## src/include/timer_pkg.sv

```systemverilog
// constants for the 10-bit periodic timer: register offsets, fields, codes
// assumes a 32-bit APB slave with byte offsets; no other package is needed
package timer_pkg;
    localparam int CNT_W = 10;
    localparam logic [7:0] OFS_CTL0 = 8'h00;
    localparam logic [7:0] OFS_CTL1 = 8'h04;
    localparam logic [7:0] OFS_CNT_LO = 8'h08;
    localparam logic [7:0] OFS_CNT_HI = 8'h0C;
    localparam logic [7:0] OFS_CMPA_LO = 8'h10;
    localparam logic [7:0] OFS_CMPA_HI = 8'h14;
    localparam logic [7:0] OFS_PER_LO = 8'h18;
    localparam logic [7:0] OFS_PER_HI = 8'h1C;
    // control 0 fields
    localparam int CTL0_PAUSE = 7;
    localparam int CTL0_CKSEL = 4;
    localparam int CTL0_EN = 3;
    localparam logic [7:0] CTL0_MASK = 8'hF8;
    // control 1 fields
    localparam int CTL1_MODE = 6;
    localparam int CTL1_IO = 4;
    localparam int CTL1_OC = 3;
    localparam int CTL1_POL = 2;
    localparam int CTL1_CAPTS = 1;
    localparam int CTL1_CCLR = 0;
    localparam logic [7:0] CTL0_RESET = 8'h00;
    localparam logic [7:0] CTL1_RESET = 8'h00;
    localparam logic [9:0] VAL_RESET = 10'h000;
    // operating modes
    localparam logic [1:0] MODE_CMP = 2'h0;
    localparam logic [1:0] MODE_CAP = 2'h1;
    localparam logic [1:0] MODE_PWM = 2'h2;
    localparam logic [1:0] MODE_TMR = 2'h3;
    // pin function codes per mode
    localparam logic [1:0] IO_NONE = 2'h0;
    localparam logic [1:0] IO_LOW = 2'h1;
    localparam logic [1:0] IO_HIGH = 2'h2;
    localparam logic [1:0] IO_TOGGLE = 2'h3;
    localparam logic [1:0] IO_INACT = 2'h0;
    localparam logic [1:0] IO_ACT = 2'h1;
    localparam logic [1:0] IO_PWM = 2'h2;
    localparam logic [1:0] IO_PULSE = 2'h3;
    localparam logic [1:0] CAP_RISE = 2'h0;
    localparam logic [1:0] CAP_FALL = 2'h1;
    localparam logic [1:0] CAP_BOTH = 2'h2;
    // clock select codes
    localparam logic [2:0] CK_SYS4 = 3'h0;
    localparam logic [2:0] CK_SYS = 3'h1;
    localparam logic [2:0] CK_H16 = 3'h2;
    localparam logic [2:0] CK_H64 = 3'h3;
    localparam logic [2:0] CK_SUB0 = 3'h4;
    localparam logic [2:0] CK_SUB1 = 3'h5;
    localparam logic [2:0] CK_EXT_R = 3'h6;
    localparam logic [2:0] CK_EXT_F = 3'h7;
    // prescaler divide ratios
    localparam logic [5:0] DIV4_MASK = 6'h03;
    localparam logic [5:0] DIV16_MASK = 6'h0F;
    localparam logic [5:0] DIV64_MASK = 6'h3F;
endpackage : timer_pkg

```

## src/include/edge_if.sv

```systemverilog
// edge pulses from a pin edge detector to the timer core
// assumes both ends run on pclk
`timescale 1ns/100ps
`default_nettype none
interface edge_if;
    logic rise;
    logic fall;
    modport src (output rise, output fall);
    modport dst (input rise, input fall);
endinterface : edge_if
`default_nettype wire

```

## src/logic/periodic_timer.sv

```systemverilog
// 10-bit periodic timer with APB registers, compare, capture, PWM and pulse
// assumes pins are synchronous to pclk and sub_clk_tick is a one-cycle strobe
`timescale 1ns/100ps
`default_nettype none
module periodic_timer (
    input wire logic pclk,
    input wire logic presetn,
    input wire logic psel,
    input wire logic penable,
    input wire logic pwrite,
    input wire logic [7:0] paddr,
    input wire logic [31:0] pwdata,
    output logic [31:0] prdata,
    output logic pready,
    output logic pslverr,
    input wire logic ext_clock_pin,
    input wire logic capture_input_pin,
    input wire logic sub_clk_tick,
    output logic timer_output_pin,
    output logic timer_output_oe,
    output logic match_a_flag,
    output logic match_p_flag
);
    logic [7:0] ctl0;
    logic [7:0] ctl1;
    logic [9:0] count;
    logic [9:0] compare_a_value;
    logic [9:0] compare_p_value;
    logic en_q;
    logic out_state;
    logic tick4;
    logic tick16;
    logic tick64;

    edge_if ext_edges ();
    edge_if cap_edges ();

    pin_edge #(.IDLE_LEVEL(1'b0)) u_ext_edge (
        .pclk(pclk),
        .presetn(presetn),
        .pin(ext_clock_pin),
        .edges(ext_edges)
    );

    pin_edge #(.IDLE_LEVEL(1'b0)) u_cap_edge (
        .pclk(pclk),
        .presetn(presetn),
        .pin(capture_input_pin),
        .edges(cap_edges)
    );

    clock_prescaler u_pre (
        .pclk(pclk),
        .presetn(presetn),
        .tick4(tick4),
        .tick16(tick16),
        .tick64(tick64)
    );

    // register fields
    wire pause_ctl = ctl0[timer_pkg::CTL0_PAUSE];
    wire [2:0] count_clk_sel = ctl0[timer_pkg::CTL0_CKSEL +: 3];
    wire counter_enable_bit = ctl0[timer_pkg::CTL0_EN];
    wire [1:0] op_mode_field = ctl1[timer_pkg::CTL1_MODE +: 2];
    wire [1:0] pin_function_field = ctl1[timer_pkg::CTL1_IO +: 2];
    wire out_level_ctl = ctl1[timer_pkg::CTL1_OC];
    wire out_invert = ctl1[timer_pkg::CTL1_POL];
    wire capture_source_sel = ctl1[timer_pkg::CTL1_CAPTS];
    wire clear_select = ctl1[timer_pkg::CTL1_CCLR];

    // APB decode
    wire acc = psel & penable & ~pready;
    wire wr = psel & penable & pready & pwrite;
    wire sel_ctl0 = paddr == timer_pkg::OFS_CTL0;
    wire sel_ctl1 = paddr == timer_pkg::OFS_CTL1;
    wire sel_cnt_lo = paddr == timer_pkg::OFS_CNT_LO;
    wire sel_cnt_hi = paddr == timer_pkg::OFS_CNT_HI;
    wire sel_a_lo = paddr == timer_pkg::OFS_CMPA_LO;
    wire sel_a_hi = paddr == timer_pkg::OFS_CMPA_HI;
    wire sel_p_lo = paddr == timer_pkg::OFS_PER_LO;
    wire sel_p_hi = paddr == timer_pkg::OFS_PER_HI;
    wire hit_any = sel_ctl0 | sel_ctl1 | sel_cnt_lo | sel_cnt_hi
        | sel_a_lo | sel_a_hi | sel_p_lo | sel_p_hi;
    wire [7:0] rd_byte =
        sel_ctl0 ? ctl0 :
        sel_ctl1 ? ctl1 :
        sel_cnt_lo ? count[7:0] :
        sel_cnt_hi ? {6'h00, count[9:8]} :
        sel_a_lo ? compare_a_value[7:0] :
        sel_a_hi ? {6'h00, compare_a_value[9:8]} :
        sel_p_lo ? compare_p_value[7:0] :
        sel_p_hi ? {6'h00, compare_p_value[9:8]} : 8'h00;

    // mode decode
    wire mode_cmp = op_mode_field == timer_pkg::MODE_CMP;
    wire mode_cap = op_mode_field == timer_pkg::MODE_CAP;
    wire mode_pwm = op_mode_field == timer_pkg::MODE_PWM;
    wire mode_tmr = op_mode_field == timer_pkg::MODE_TMR;
    wire cmp_like = mode_cmp | mode_tmr;
    wire pulse_mode = mode_pwm & (pin_function_field == timer_pkg::IO_PULSE);
    wire clr_by_a = cmp_like & clear_select;

    // clock source selection
    wire tick =
        (count_clk_sel == timer_pkg::CK_SYS4) ? tick4 :
        (count_clk_sel == timer_pkg::CK_SYS) ? 1'b1 :
        (count_clk_sel == timer_pkg::CK_H16) ? tick16 :
        (count_clk_sel == timer_pkg::CK_H64) ? tick64 :
        (count_clk_sel == timer_pkg::CK_SUB0) ? sub_clk_tick :
        (count_clk_sel == timer_pkg::CK_SUB1) ? sub_clk_tick :
        (count_clk_sel == timer_pkg::CK_EXT_R) ? ext_edges.rise : ext_edges.fall;

    // counter core
    wire en_rise = counter_enable_bit & ~en_q;
    wire run = counter_enable_bit & ~pause_ctl & ~en_rise;
    wire step = run & tick;
    wire [9:0] inc = count + 10'h001;
    // compare P value zero matches on wrap, giving overflow clearing
    wire hit_a = step & (inc == compare_a_value) & (compare_a_value != 10'h000);
    wire hit_p = step & (inc == compare_p_value);
    wire p_evt = hit_p & ~clr_by_a & ~pulse_mode;
    wire ctr_clear = (hit_a & clr_by_a) | p_evt;
    wire [9:0] next_count = en_rise ? 10'h000 : step ? (ctr_clear ? 10'h000 : inc) : count;

    // capture
    wire src_rise = capture_source_sel ? ext_edges.rise : cap_edges.rise;
    wire src_fall = capture_source_sel ? ext_edges.fall : cap_edges.fall;
    wire cap_evt = mode_cap & counter_enable_bit & (
        ((pin_function_field == timer_pkg::CAP_RISE) & src_rise)
        | ((pin_function_field == timer_pkg::CAP_FALL) & src_fall)
        | ((pin_function_field == timer_pkg::CAP_BOTH) & (src_rise | src_fall)));
    wire a_evt = mode_cap ? cap_evt : hit_a;

    // enable bit: in pulse mode the pin trigger sets it and compare A clears it
    wire hw_set_en = pulse_mode & ext_edges.rise;
    wire hw_clr_en = pulse_mode & hit_a;
    wire [7:0] sw_ctl0 = (wr & sel_ctl0) ? (pwdata[7:0] & timer_pkg::CTL0_MASK) : ctl0;
    wire next_en = hw_set_en | (sw_ctl0[timer_pkg::CTL0_EN] & ~hw_clr_en);
    wire [7:0] next_ctl0 = {sw_ctl0[7:4], next_en, 3'h0};

    // output waveform
    wire cmp_action =
        (pin_function_field == timer_pkg::IO_LOW) ? 1'b0 :
        (pin_function_field == timer_pkg::IO_HIGH) ? 1'b1 :
        (pin_function_field == timer_pkg::IO_TOGGLE) ? ~out_state : out_state;
    wire pwm_level = (counter_enable_bit & (count < compare_a_value))
        ? out_level_ctl : ~out_level_ctl;
    wire pwm_out =
        (pin_function_field == timer_pkg::IO_INACT) ? ~out_level_ctl :
        (pin_function_field == timer_pkg::IO_ACT) ? out_level_ctl :
        (pin_function_field == timer_pkg::IO_PWM) ? pwm_level :
        (counter_enable_bit ? out_level_ctl : ~out_level_ctl);
    wire next_out =
        (mode_cmp & en_rise) ? out_level_ctl :
        (mode_cmp & hit_a) ? cmp_action :
        mode_pwm ? pwm_out : out_state;

    always_ff @(posedge pclk or negedge presetn) begin
        if (!presetn) begin
            pready <= 1'b0;
            pslverr <= 1'b0;
            prdata <= 32'h0000_0000;
        end else begin
            pready <= acc;
            pslverr <= acc & ~hit_any;
            prdata <= (acc & ~pwrite) ? {24'h00_0000, rd_byte} : 32'h0000_0000;
        end
    end

    always_ff @(posedge pclk or negedge presetn) begin
        if (!presetn) begin
            ctl0 <= timer_pkg::CTL0_RESET;
            ctl1 <= timer_pkg::CTL1_RESET;
            en_q <= 1'b0;
        end else begin
            ctl0 <= next_ctl0;
            ctl1 <= (wr & sel_ctl1) ? pwdata[7:0] : ctl1;
            en_q <= counter_enable_bit;
        end
    end

    always_ff @(posedge pclk or negedge presetn) begin
        if (!presetn) begin
            compare_a_value <= timer_pkg::VAL_RESET;
            compare_p_value <= timer_pkg::VAL_RESET;
        end else begin
            if (cap_evt) begin
                compare_a_value <= count;
            end else if (wr & sel_a_lo) begin
                compare_a_value <= {compare_a_value[9:8], pwdata[7:0]};
            end else if (wr & sel_a_hi) begin
                compare_a_value <= {pwdata[1:0], compare_a_value[7:0]};
            end
            if (wr & sel_p_lo) begin
                compare_p_value <= {compare_p_value[9:8], pwdata[7:0]};
            end else if (wr & sel_p_hi) begin
                compare_p_value <= {pwdata[1:0], compare_p_value[7:0]};
            end
        end
    end

    always_ff @(posedge pclk or negedge presetn) begin
        if (!presetn) begin
            count <= timer_pkg::VAL_RESET;
            out_state <= 1'b0;
            timer_output_pin <= 1'b0;
            timer_output_oe <= 1'b0;
            match_a_flag <= 1'b0;
            match_p_flag <= 1'b0;
        end else begin
            count <= next_count;
            out_state <= next_out;
            timer_output_pin <= next_out ^ out_invert;
            timer_output_oe <= mode_cmp | mode_pwm;
            match_a_flag <= a_evt;
            match_p_flag <= p_evt;
        end
    end

    AST_ENABLE_CLEARS: assert property (
        @(posedge pclk) disable iff (!presetn)
        en_rise |=> count == 10'h000)
        else $error("counter not zero after enable rise");

    AST_PAUSE_HOLDS: assert property (
        @(posedge pclk) disable iff (!presetn)
        counter_enable_bit & en_q & pause_ctl |=> count == $past(count))
        else $error("counter moved while paused");

    AST_OFF_HOLDS: assert property (
        @(posedge pclk) disable iff (!presetn)
        !counter_enable_bit ##1 !counter_enable_bit |-> $stable(count))
        else $error("counter moved while disabled");

    AST_STEP_ONE: assert property (
        @(posedge pclk) disable iff (!presetn)
        step & !ctr_clear |=> count == $past(count) + 10'h001)
        else $error("counter did not step by one");

    AST_INIT_LEVEL: assert property (
        @(posedge pclk) disable iff (!presetn)
        en_rise & mode_cmp |=> timer_output_pin == $past(out_level_ctl ^ out_invert))
        else $error("output not at initial level after enable rise");

    AST_CLEAR_ON_A: assert property (
        @(posedge pclk) disable iff (!presetn)
        hit_a & clr_by_a |=> count == 10'h000 && !match_p_flag)
        else $error("compare A clear wrong");

    AST_OVERFLOW_ZERO_P: assert property (
        @(posedge pclk) disable iff (!presetn)
        step & cmp_like & !clear_select & count == 10'h3FF & compare_p_value != 10'h000
        |=> !match_p_flag)
        else $error("overflow flagged with nonzero compare P");

    AST_TIMER_NO_OE: assert property (
        @(posedge pclk) disable iff (!presetn)
        mode_tmr |=> !timer_output_oe)
        else $error("pin driven in timer mode");

    AST_CAPTURE: assert property (
        @(posedge pclk) disable iff (!presetn)
        cap_evt |=> compare_a_value == $past(count) && match_a_flag)
        else $error("capture did not store the count");

    AST_RO_COUNT: assert property (
        @(posedge pclk) disable iff (!presetn)
        acc & !pwrite & sel_cnt_hi |=> prdata == {24'h00_0000, 6'h00, $past(count[9:8])})
        else $error("count high byte read wrong");

    AST_P_CLEARS: assert property (
        @(posedge pclk) disable iff (!presetn)
        p_evt |=> count == 10'h000 && match_p_flag)
        else $error("compare P match did not clear");

    AST_CMP_HIGH: assert property (
        @(posedge pclk) disable iff (!presetn)
        mode_cmp & hit_a & (pin_function_field == timer_pkg::IO_HIGH)
        |=> timer_output_pin != $past(out_invert))
        else $error("compare A match did not raise output");

    AST_SAME_LEVEL: assert property (
        @(posedge pclk) disable iff (!presetn)
        mode_cmp & hit_a & (cmp_action == out_state) & $stable(out_invert)
        |=> $stable(timer_output_pin))
        else $error("output moved on equal level action");

    AST_FORCED_ACTIVE: assert property (
        @(posedge pclk) disable iff (!presetn)
        mode_pwm & (pin_function_field == timer_pkg::IO_ACT)
        |=> out_state == $past(out_level_ctl))
        else $error("forced active level not held");

    AST_FORCED_INACTIVE: assert property (
        @(posedge pclk) disable iff (!presetn)
        mode_pwm & (pin_function_field == timer_pkg::IO_INACT)
        |=> timer_output_pin == ($past(out_level_ctl) ~^ $past(out_invert)))
        else $error("forced inactive level wrong");

    AST_PULSE_STOPS: assert property (
        @(posedge pclk) disable iff (!presetn)
        pulse_mode & hit_a & !hw_set_en |=> !counter_enable_bit)
        else $error("single pulse did not end");

    AST_PWM_ACTIVE: assert property (
        @(posedge pclk) disable iff (!presetn)
        mode_pwm & (pin_function_field == timer_pkg::IO_PWM) & counter_enable_bit
        & (count < compare_a_value) |=> out_state == $past(out_level_ctl))
        else $error("PWM not active below compare A");

    AST_CAP_FROM_EXT: assert property (
        @(posedge pclk) disable iff (!presetn)
        mode_cap & counter_enable_bit & capture_source_sel
        & (pin_function_field == timer_pkg::CAP_RISE) & ext_edges.rise |=> match_a_flag)
        else $error("capture from clock pin missed");

    AST_COUNT_READ_ONLY: assert property (
        @(posedge pclk) disable iff (!presetn)
        wr & sel_cnt_lo & !step & !en_rise |=> $stable(count))
        else $error("count register took a write");

    AST_WRITE_CMP_A: assert property (
        @(posedge pclk) disable iff (!presetn)
        wr & sel_a_lo & !cap_evt |=> compare_a_value[7:0] == $past(pwdata[7:0]))
        else $error("compare A low byte not written");
endmodule : periodic_timer
`default_nettype wire

```

## src/logic/pin_edge.sv

```systemverilog
// edge detector for a pin already synchronous to pclk
// assumes the pin is sampled once per pclk edge
`timescale 1ns/100ps
`default_nettype none
module pin_edge #(
    parameter logic IDLE_LEVEL = 1'b0
) (
    input wire logic pclk,
    input wire logic presetn,
    input wire logic pin,
    edge_if.src edges
);
    logic prev;

    always_ff @(posedge pclk or negedge presetn) begin
        if (!presetn) begin
            prev <= IDLE_LEVEL;
        end else begin
            prev <= pin;
        end
    end

    assign edges.rise = pin & ~prev;
    assign edges.fall = ~pin & prev;
endmodule : pin_edge
`default_nettype wire

```

## src/logic/clock_prescaler.sv

```systemverilog
// free-running prescaler giving one-cycle ticks at pclk/4, /16 and /64
// assumes the high clock equals pclk
`timescale 1ns/100ps
`default_nettype none
module clock_prescaler (
    input wire logic pclk,
    input wire logic presetn,
    output logic tick4,
    output logic tick16,
    output logic tick64
);
    logic [5:0] pre;
    logic [5:0] next_pre;

    assign next_pre = pre + 6'h01;

    always_ff @(posedge pclk or negedge presetn) begin
        if (!presetn) begin
            pre <= 6'h00;
        end else begin
            pre <= next_pre;
        end
    end

    assign tick4 = (pre & timer_pkg::DIV4_MASK) == timer_pkg::DIV4_MASK;
    assign tick16 = (pre & timer_pkg::DIV16_MASK) == timer_pkg::DIV16_MASK;
    assign tick64 = (pre & timer_pkg::DIV64_MASK) == timer_pkg::DIV64_MASK;
endmodule : clock_prescaler
`default_nettype wire

```

## config.mk

```make
export PLATFORM = sky130hd
export DESIGN_NAME = periodic_timer
export DESIGN_NICKNAME = d
export VERILOG_FILES = /design/src/include/timer_pkg.sv /design/src/include/edge_if.sv /design/src/logic/periodic_timer.sv /design/src/logic/pin_edge.sv /design/src/logic/clock_prescaler.sv
export SDC_FILE = /design/constraint.sdc
export NUM_CORES = 1
export LEC_CHECK = 0
export ABC_CLOCK_PERIOD_IN_PS = 2700
export BUFFER_PORTS_ARGS = -buffer_cell sky130_fd_sc_hd__clkbuf_2
export CORE_MARGIN = 4
export CORE_UTILIZATION = 40
export CTS_CLUSTER_SIZE = 20
export DETAILED_ROUTE_END_ITERATION = 12
export PLACE_DENSITY = 0.59
export SYNTH_ARGS = -nofsm -noshare
export SYNTH_HDL_FRONTEND = slang
export SYNTH_SLANG_ARGS = --single-unit
```

## constraint.sdc

```tcl
create_clock -name pclk -period 2.7 [get_ports pclk]
set_clock_uncertainty 0.1 [all_clocks]
set_input_delay 0.54 -clock pclk [delete_from_list [all_inputs] [get_ports pclk]]
set_output_delay 0.54 -clock pclk [all_outputs]
set_load 0.02 [all_outputs]
```

==> results.cfg <==
[global_route]
grt_pass1_vias = 3394
overflow = 0
grt_pass1_wl_um = 17560
grt_max_degree = 40
antenna_found_initial = 0
gr-usage-all-layers = 0.1754

[pwr]
p_per_area_mw_per_mm2 = 432.7
vdd_drop_max_v = 0.0003280
leakage_nw = 2.404

[synthesis]
yosysTopAreaCellShare = 0.3876
async_reset_ff_frac = 1.000
synth_top_family_by_area = simple AND/OR/NAND/NOR gates
synth_area_leaders = dfrtp_1, mux2_2, ha_1, buf_4, mux2i_1
synthAdderAreaFrac = 0.04339
synth-simple-area-share = 0.1785
yosys_warnings = 0
ys_types = 68
synthMuxAreaShare = 0.09690
synthCells = 439
syn_area_per_cell_um2 = 9.853
synth_area_mm2 = 0.004325
synth-xor-area-share = 0.06942
ys_seq_area_frac = 0.3876
synth-seq-cells = 67
synth_compound_area_frac = 0.1388
synth_ff_type = dfrtp_1
synth_edf_count = 0
yosysTopAreaCell = dfrtp_1

[die]
coreArea_mm2 = 0.01042
dieArea_mm2 = 0.01254
rows = 37
die_x_um = 112.0
initial_utilization = 0.4153
die_h_um = 112.0
ios = 86

[final_layout]
n_antenna_cell = 0
final_nets = 574
fin_util = 0.4990
drive_gt1_frac = 0.2907
syn_to_final_growth_pct = 20.16
nFillCells = 966

[worst_setup_path]
slowest_stage = dfrtp_1
r2r_setup_slack_ns = 0.12
worst_r2r_endpoint = count[6]$_DFFE_PN0P_
crit_path_end_kind = flip-flop
r2r_start = count[0]$_DFFE_PN0P_
cp.buffers_inverters = 2
startpoint_type = flip-flop
critical-path-max-stage-delay_ns = 0.41
critPathLaunch = count[0]$_DFFE_PN0P_
crit_path_max_fanout = 7
cp.depth = 11
critPathKind = reg -> reg
worstRegToRegCells = 11
crit_chain = ha_4 > buf_4 > nand3_2 > buf_6 > xnor2_2 > o21ai_2 > a2111oi_4 > nand4_1 > nand3_4 > nor2_1 > a211o_1
crit_family = compound AO/OA/AOI/OAI gates
endpoint = count[6]$_DFFE_PN0P_
worstPathRequired_ns = 2.83
arrival_ns = 2.72

[clocking]
hold_buffers = 0
cts_buffers = 9
cts_tree = done
cts.sinks = 67
cts.path.max_buffers = 2
root_buffer = clkbuf_8
clock_latency_ns = 0.35
htree_levels = 3
clk_pin_slew_ns = 0.08

[worst_hold_path]
min_path_type = in -> async

[placed_design]
dp_hpwl_um = 8307
globalplace.congestion = 0.8817
port_buffers = 37

[timing]
slew_headroom = 0.6426
fin_crit_sh = 0.9573
rsz0062_at_grt = yes
final-setup-viol-count = 0
max_freq_ghz = 0.3869
hold_viol = 0
tns_ns = 0
finalCriticalPeriod_ns = 2.585
maxSlewViolCount = 0
worstMarginPinSlew_ns = 0.5361

[detailed_routing]
drt_iter0_drc = 143
ant_nets = 0
drcViolationCount = 0
drt-total-wl_um = 10850
drtPass1Iterations = 4
via_per_inst = 5.270
via_count = 3436
wl_per_cell_um = 16.64

[run_status]
status = completed

[flow_run]
drv_cap = 0
==> registers in the layout (all words and copies together) (netlist names) <==
name              count
ctl0                  5
pready                1
count                10
timer_output_oe       1
ctl1                  8
compare_a_value      10
u_cap_edge.prev       1
compare_p_value      10
pslverr               1
u_ext_edge.prev       1
prdata                8
out_state             1
u_pre.pre             6
match_a_flag          1
match_p_flag          1
en_q                  1
timer_output_pin      1
==> logic make-up after synthesis <==
family          count (synthesis)
simple gates                  143
compound gates                 82
flops                          67
buf+inv                        66
mux                            37
xor+xnor                       28
fa+ha+maj                      15
other cells                     1
==> metrics by stage <==
step | cells | hold slack, ns | total power, mW | setup WS [ns] | area, um^2
6_report | 652 | 0.09687 | 2.249 | 0.1153 | 5197
5_1_grt | 652 | 0.1212 | 2.346 | -0.007440 | 5197
4_1_cts | 647 | 0.1022 | 2.248 | 0.001691 | 5070
3_5_place_dp | 630 | 0.3693 | 1.290 | -0.08303 | 4822
3_3_place_gp | 630 | 0.3645 | 1.287 | -0.03579 | 4822
2_1_floorplan | 462 | 0.1444 | 1.225 | 0.06061 | 4412
==> layout by cell type (no fill, tap or decap), drive strengths merged, types with 3 or more instances in the layout <==
cell type and count:
mux2i 16, o22ai 7, or3 4, nor2b 5, nor2 37, conb 24, nor3 13, inv 22
a311oi 4, dfrtp 67, a21oi 17, xnor3 4, o21ai 14, ha 15, clkinv 3, buf 47
nand4 7, and3 4, xnor2 15, mux2 19, a22oi 5, nand3b 4, a211oi 4, or2 3
nand2 32, nor3b 4, xor2 9, a21o 6, clkbuf 45, nand3 17, nor4 4
==> cell type report <==
class | instances | area [um^2] | share of cell area
Multi-Input combinational cell | 330 | 2470 | 0.4752
Timing Repair Buffer | 83 | 579.3 | 0.1115
Tap cell | 136 | 170.2 | 0.03274
Sequential cell | 67 | 1679 | 0.3231
Inverter | 20 | 75.07 | 0.01444
Clock buffer | 9 | 123.9 | 0.02383
Clock inverter | 7 | 100.1 | 0.01926
==> power by group <==
group          total, mW  internal (mW)  switching, mW
registers           1.04           1.02         0.0202
logic              0.254         0.0994          0.154
clock network      0.957          0.528          0.429
total               2.25           1.65          0.603
==> worst min-delay path by stage <==
stage | start | to | slack (ns)
after floorplan | presetn | compare_a_value[0]$_DFFE_PN0P_ | 0.14
after detailed placement | u_pre.pre[5]$_DFF_PN0_ | u_pre.pre[5]$_DFF_PN0_ | 0.37
after global routing | presetn | prdata[2]$_DFF_PN0_ | 0.12
after CTS | presetn | prdata[2]$_DFF_PN0_ | 0.10
final | presetn | u_pre.pre[4]$_DFF_PN0_ | 0.1
after global placement | u_pre.pre[5]$_DFF_PN0_ | u_pre.pre[5]$_DFF_PN0_ | 0.36
==> per-layer routing <==
layer,up-vias,global-route usage,share of wire
met1,1679,0.2332,0.46
met2,64,0.2842,0.48
li1,1676,-,-
met5,-,0,0
met3,17,0.03913,0.035
met4,0,0.05849,0.024
==> synth_stat cells, types with 8 or more instances <==
master    instances
dfrtp_1          67
buf_2             9
mux2_2           19
nand3_1          14
inv_1            20
a21oi_1          17
mux2i_1          16
xnor2_1          15
xor2_1            9
nand2_1          32
nor3_1           11
nor2_1           36
buf_4            24
clkbuf_1          8
o21ai_0          14
ha_1             15
==> what timing repair did <==
| item | 4_1_cts | 5_1_grt |
|---|---|---|
| gates resized for setup | 3 | 19 |
| buffers inserted | 0 | 5 |
| gates cloned | 1 | 0 |
| endpoints found under the setup margin | 7 | 11 |
| pin swaps | 3 | 5 |
(Power assumes the default switching activity.)
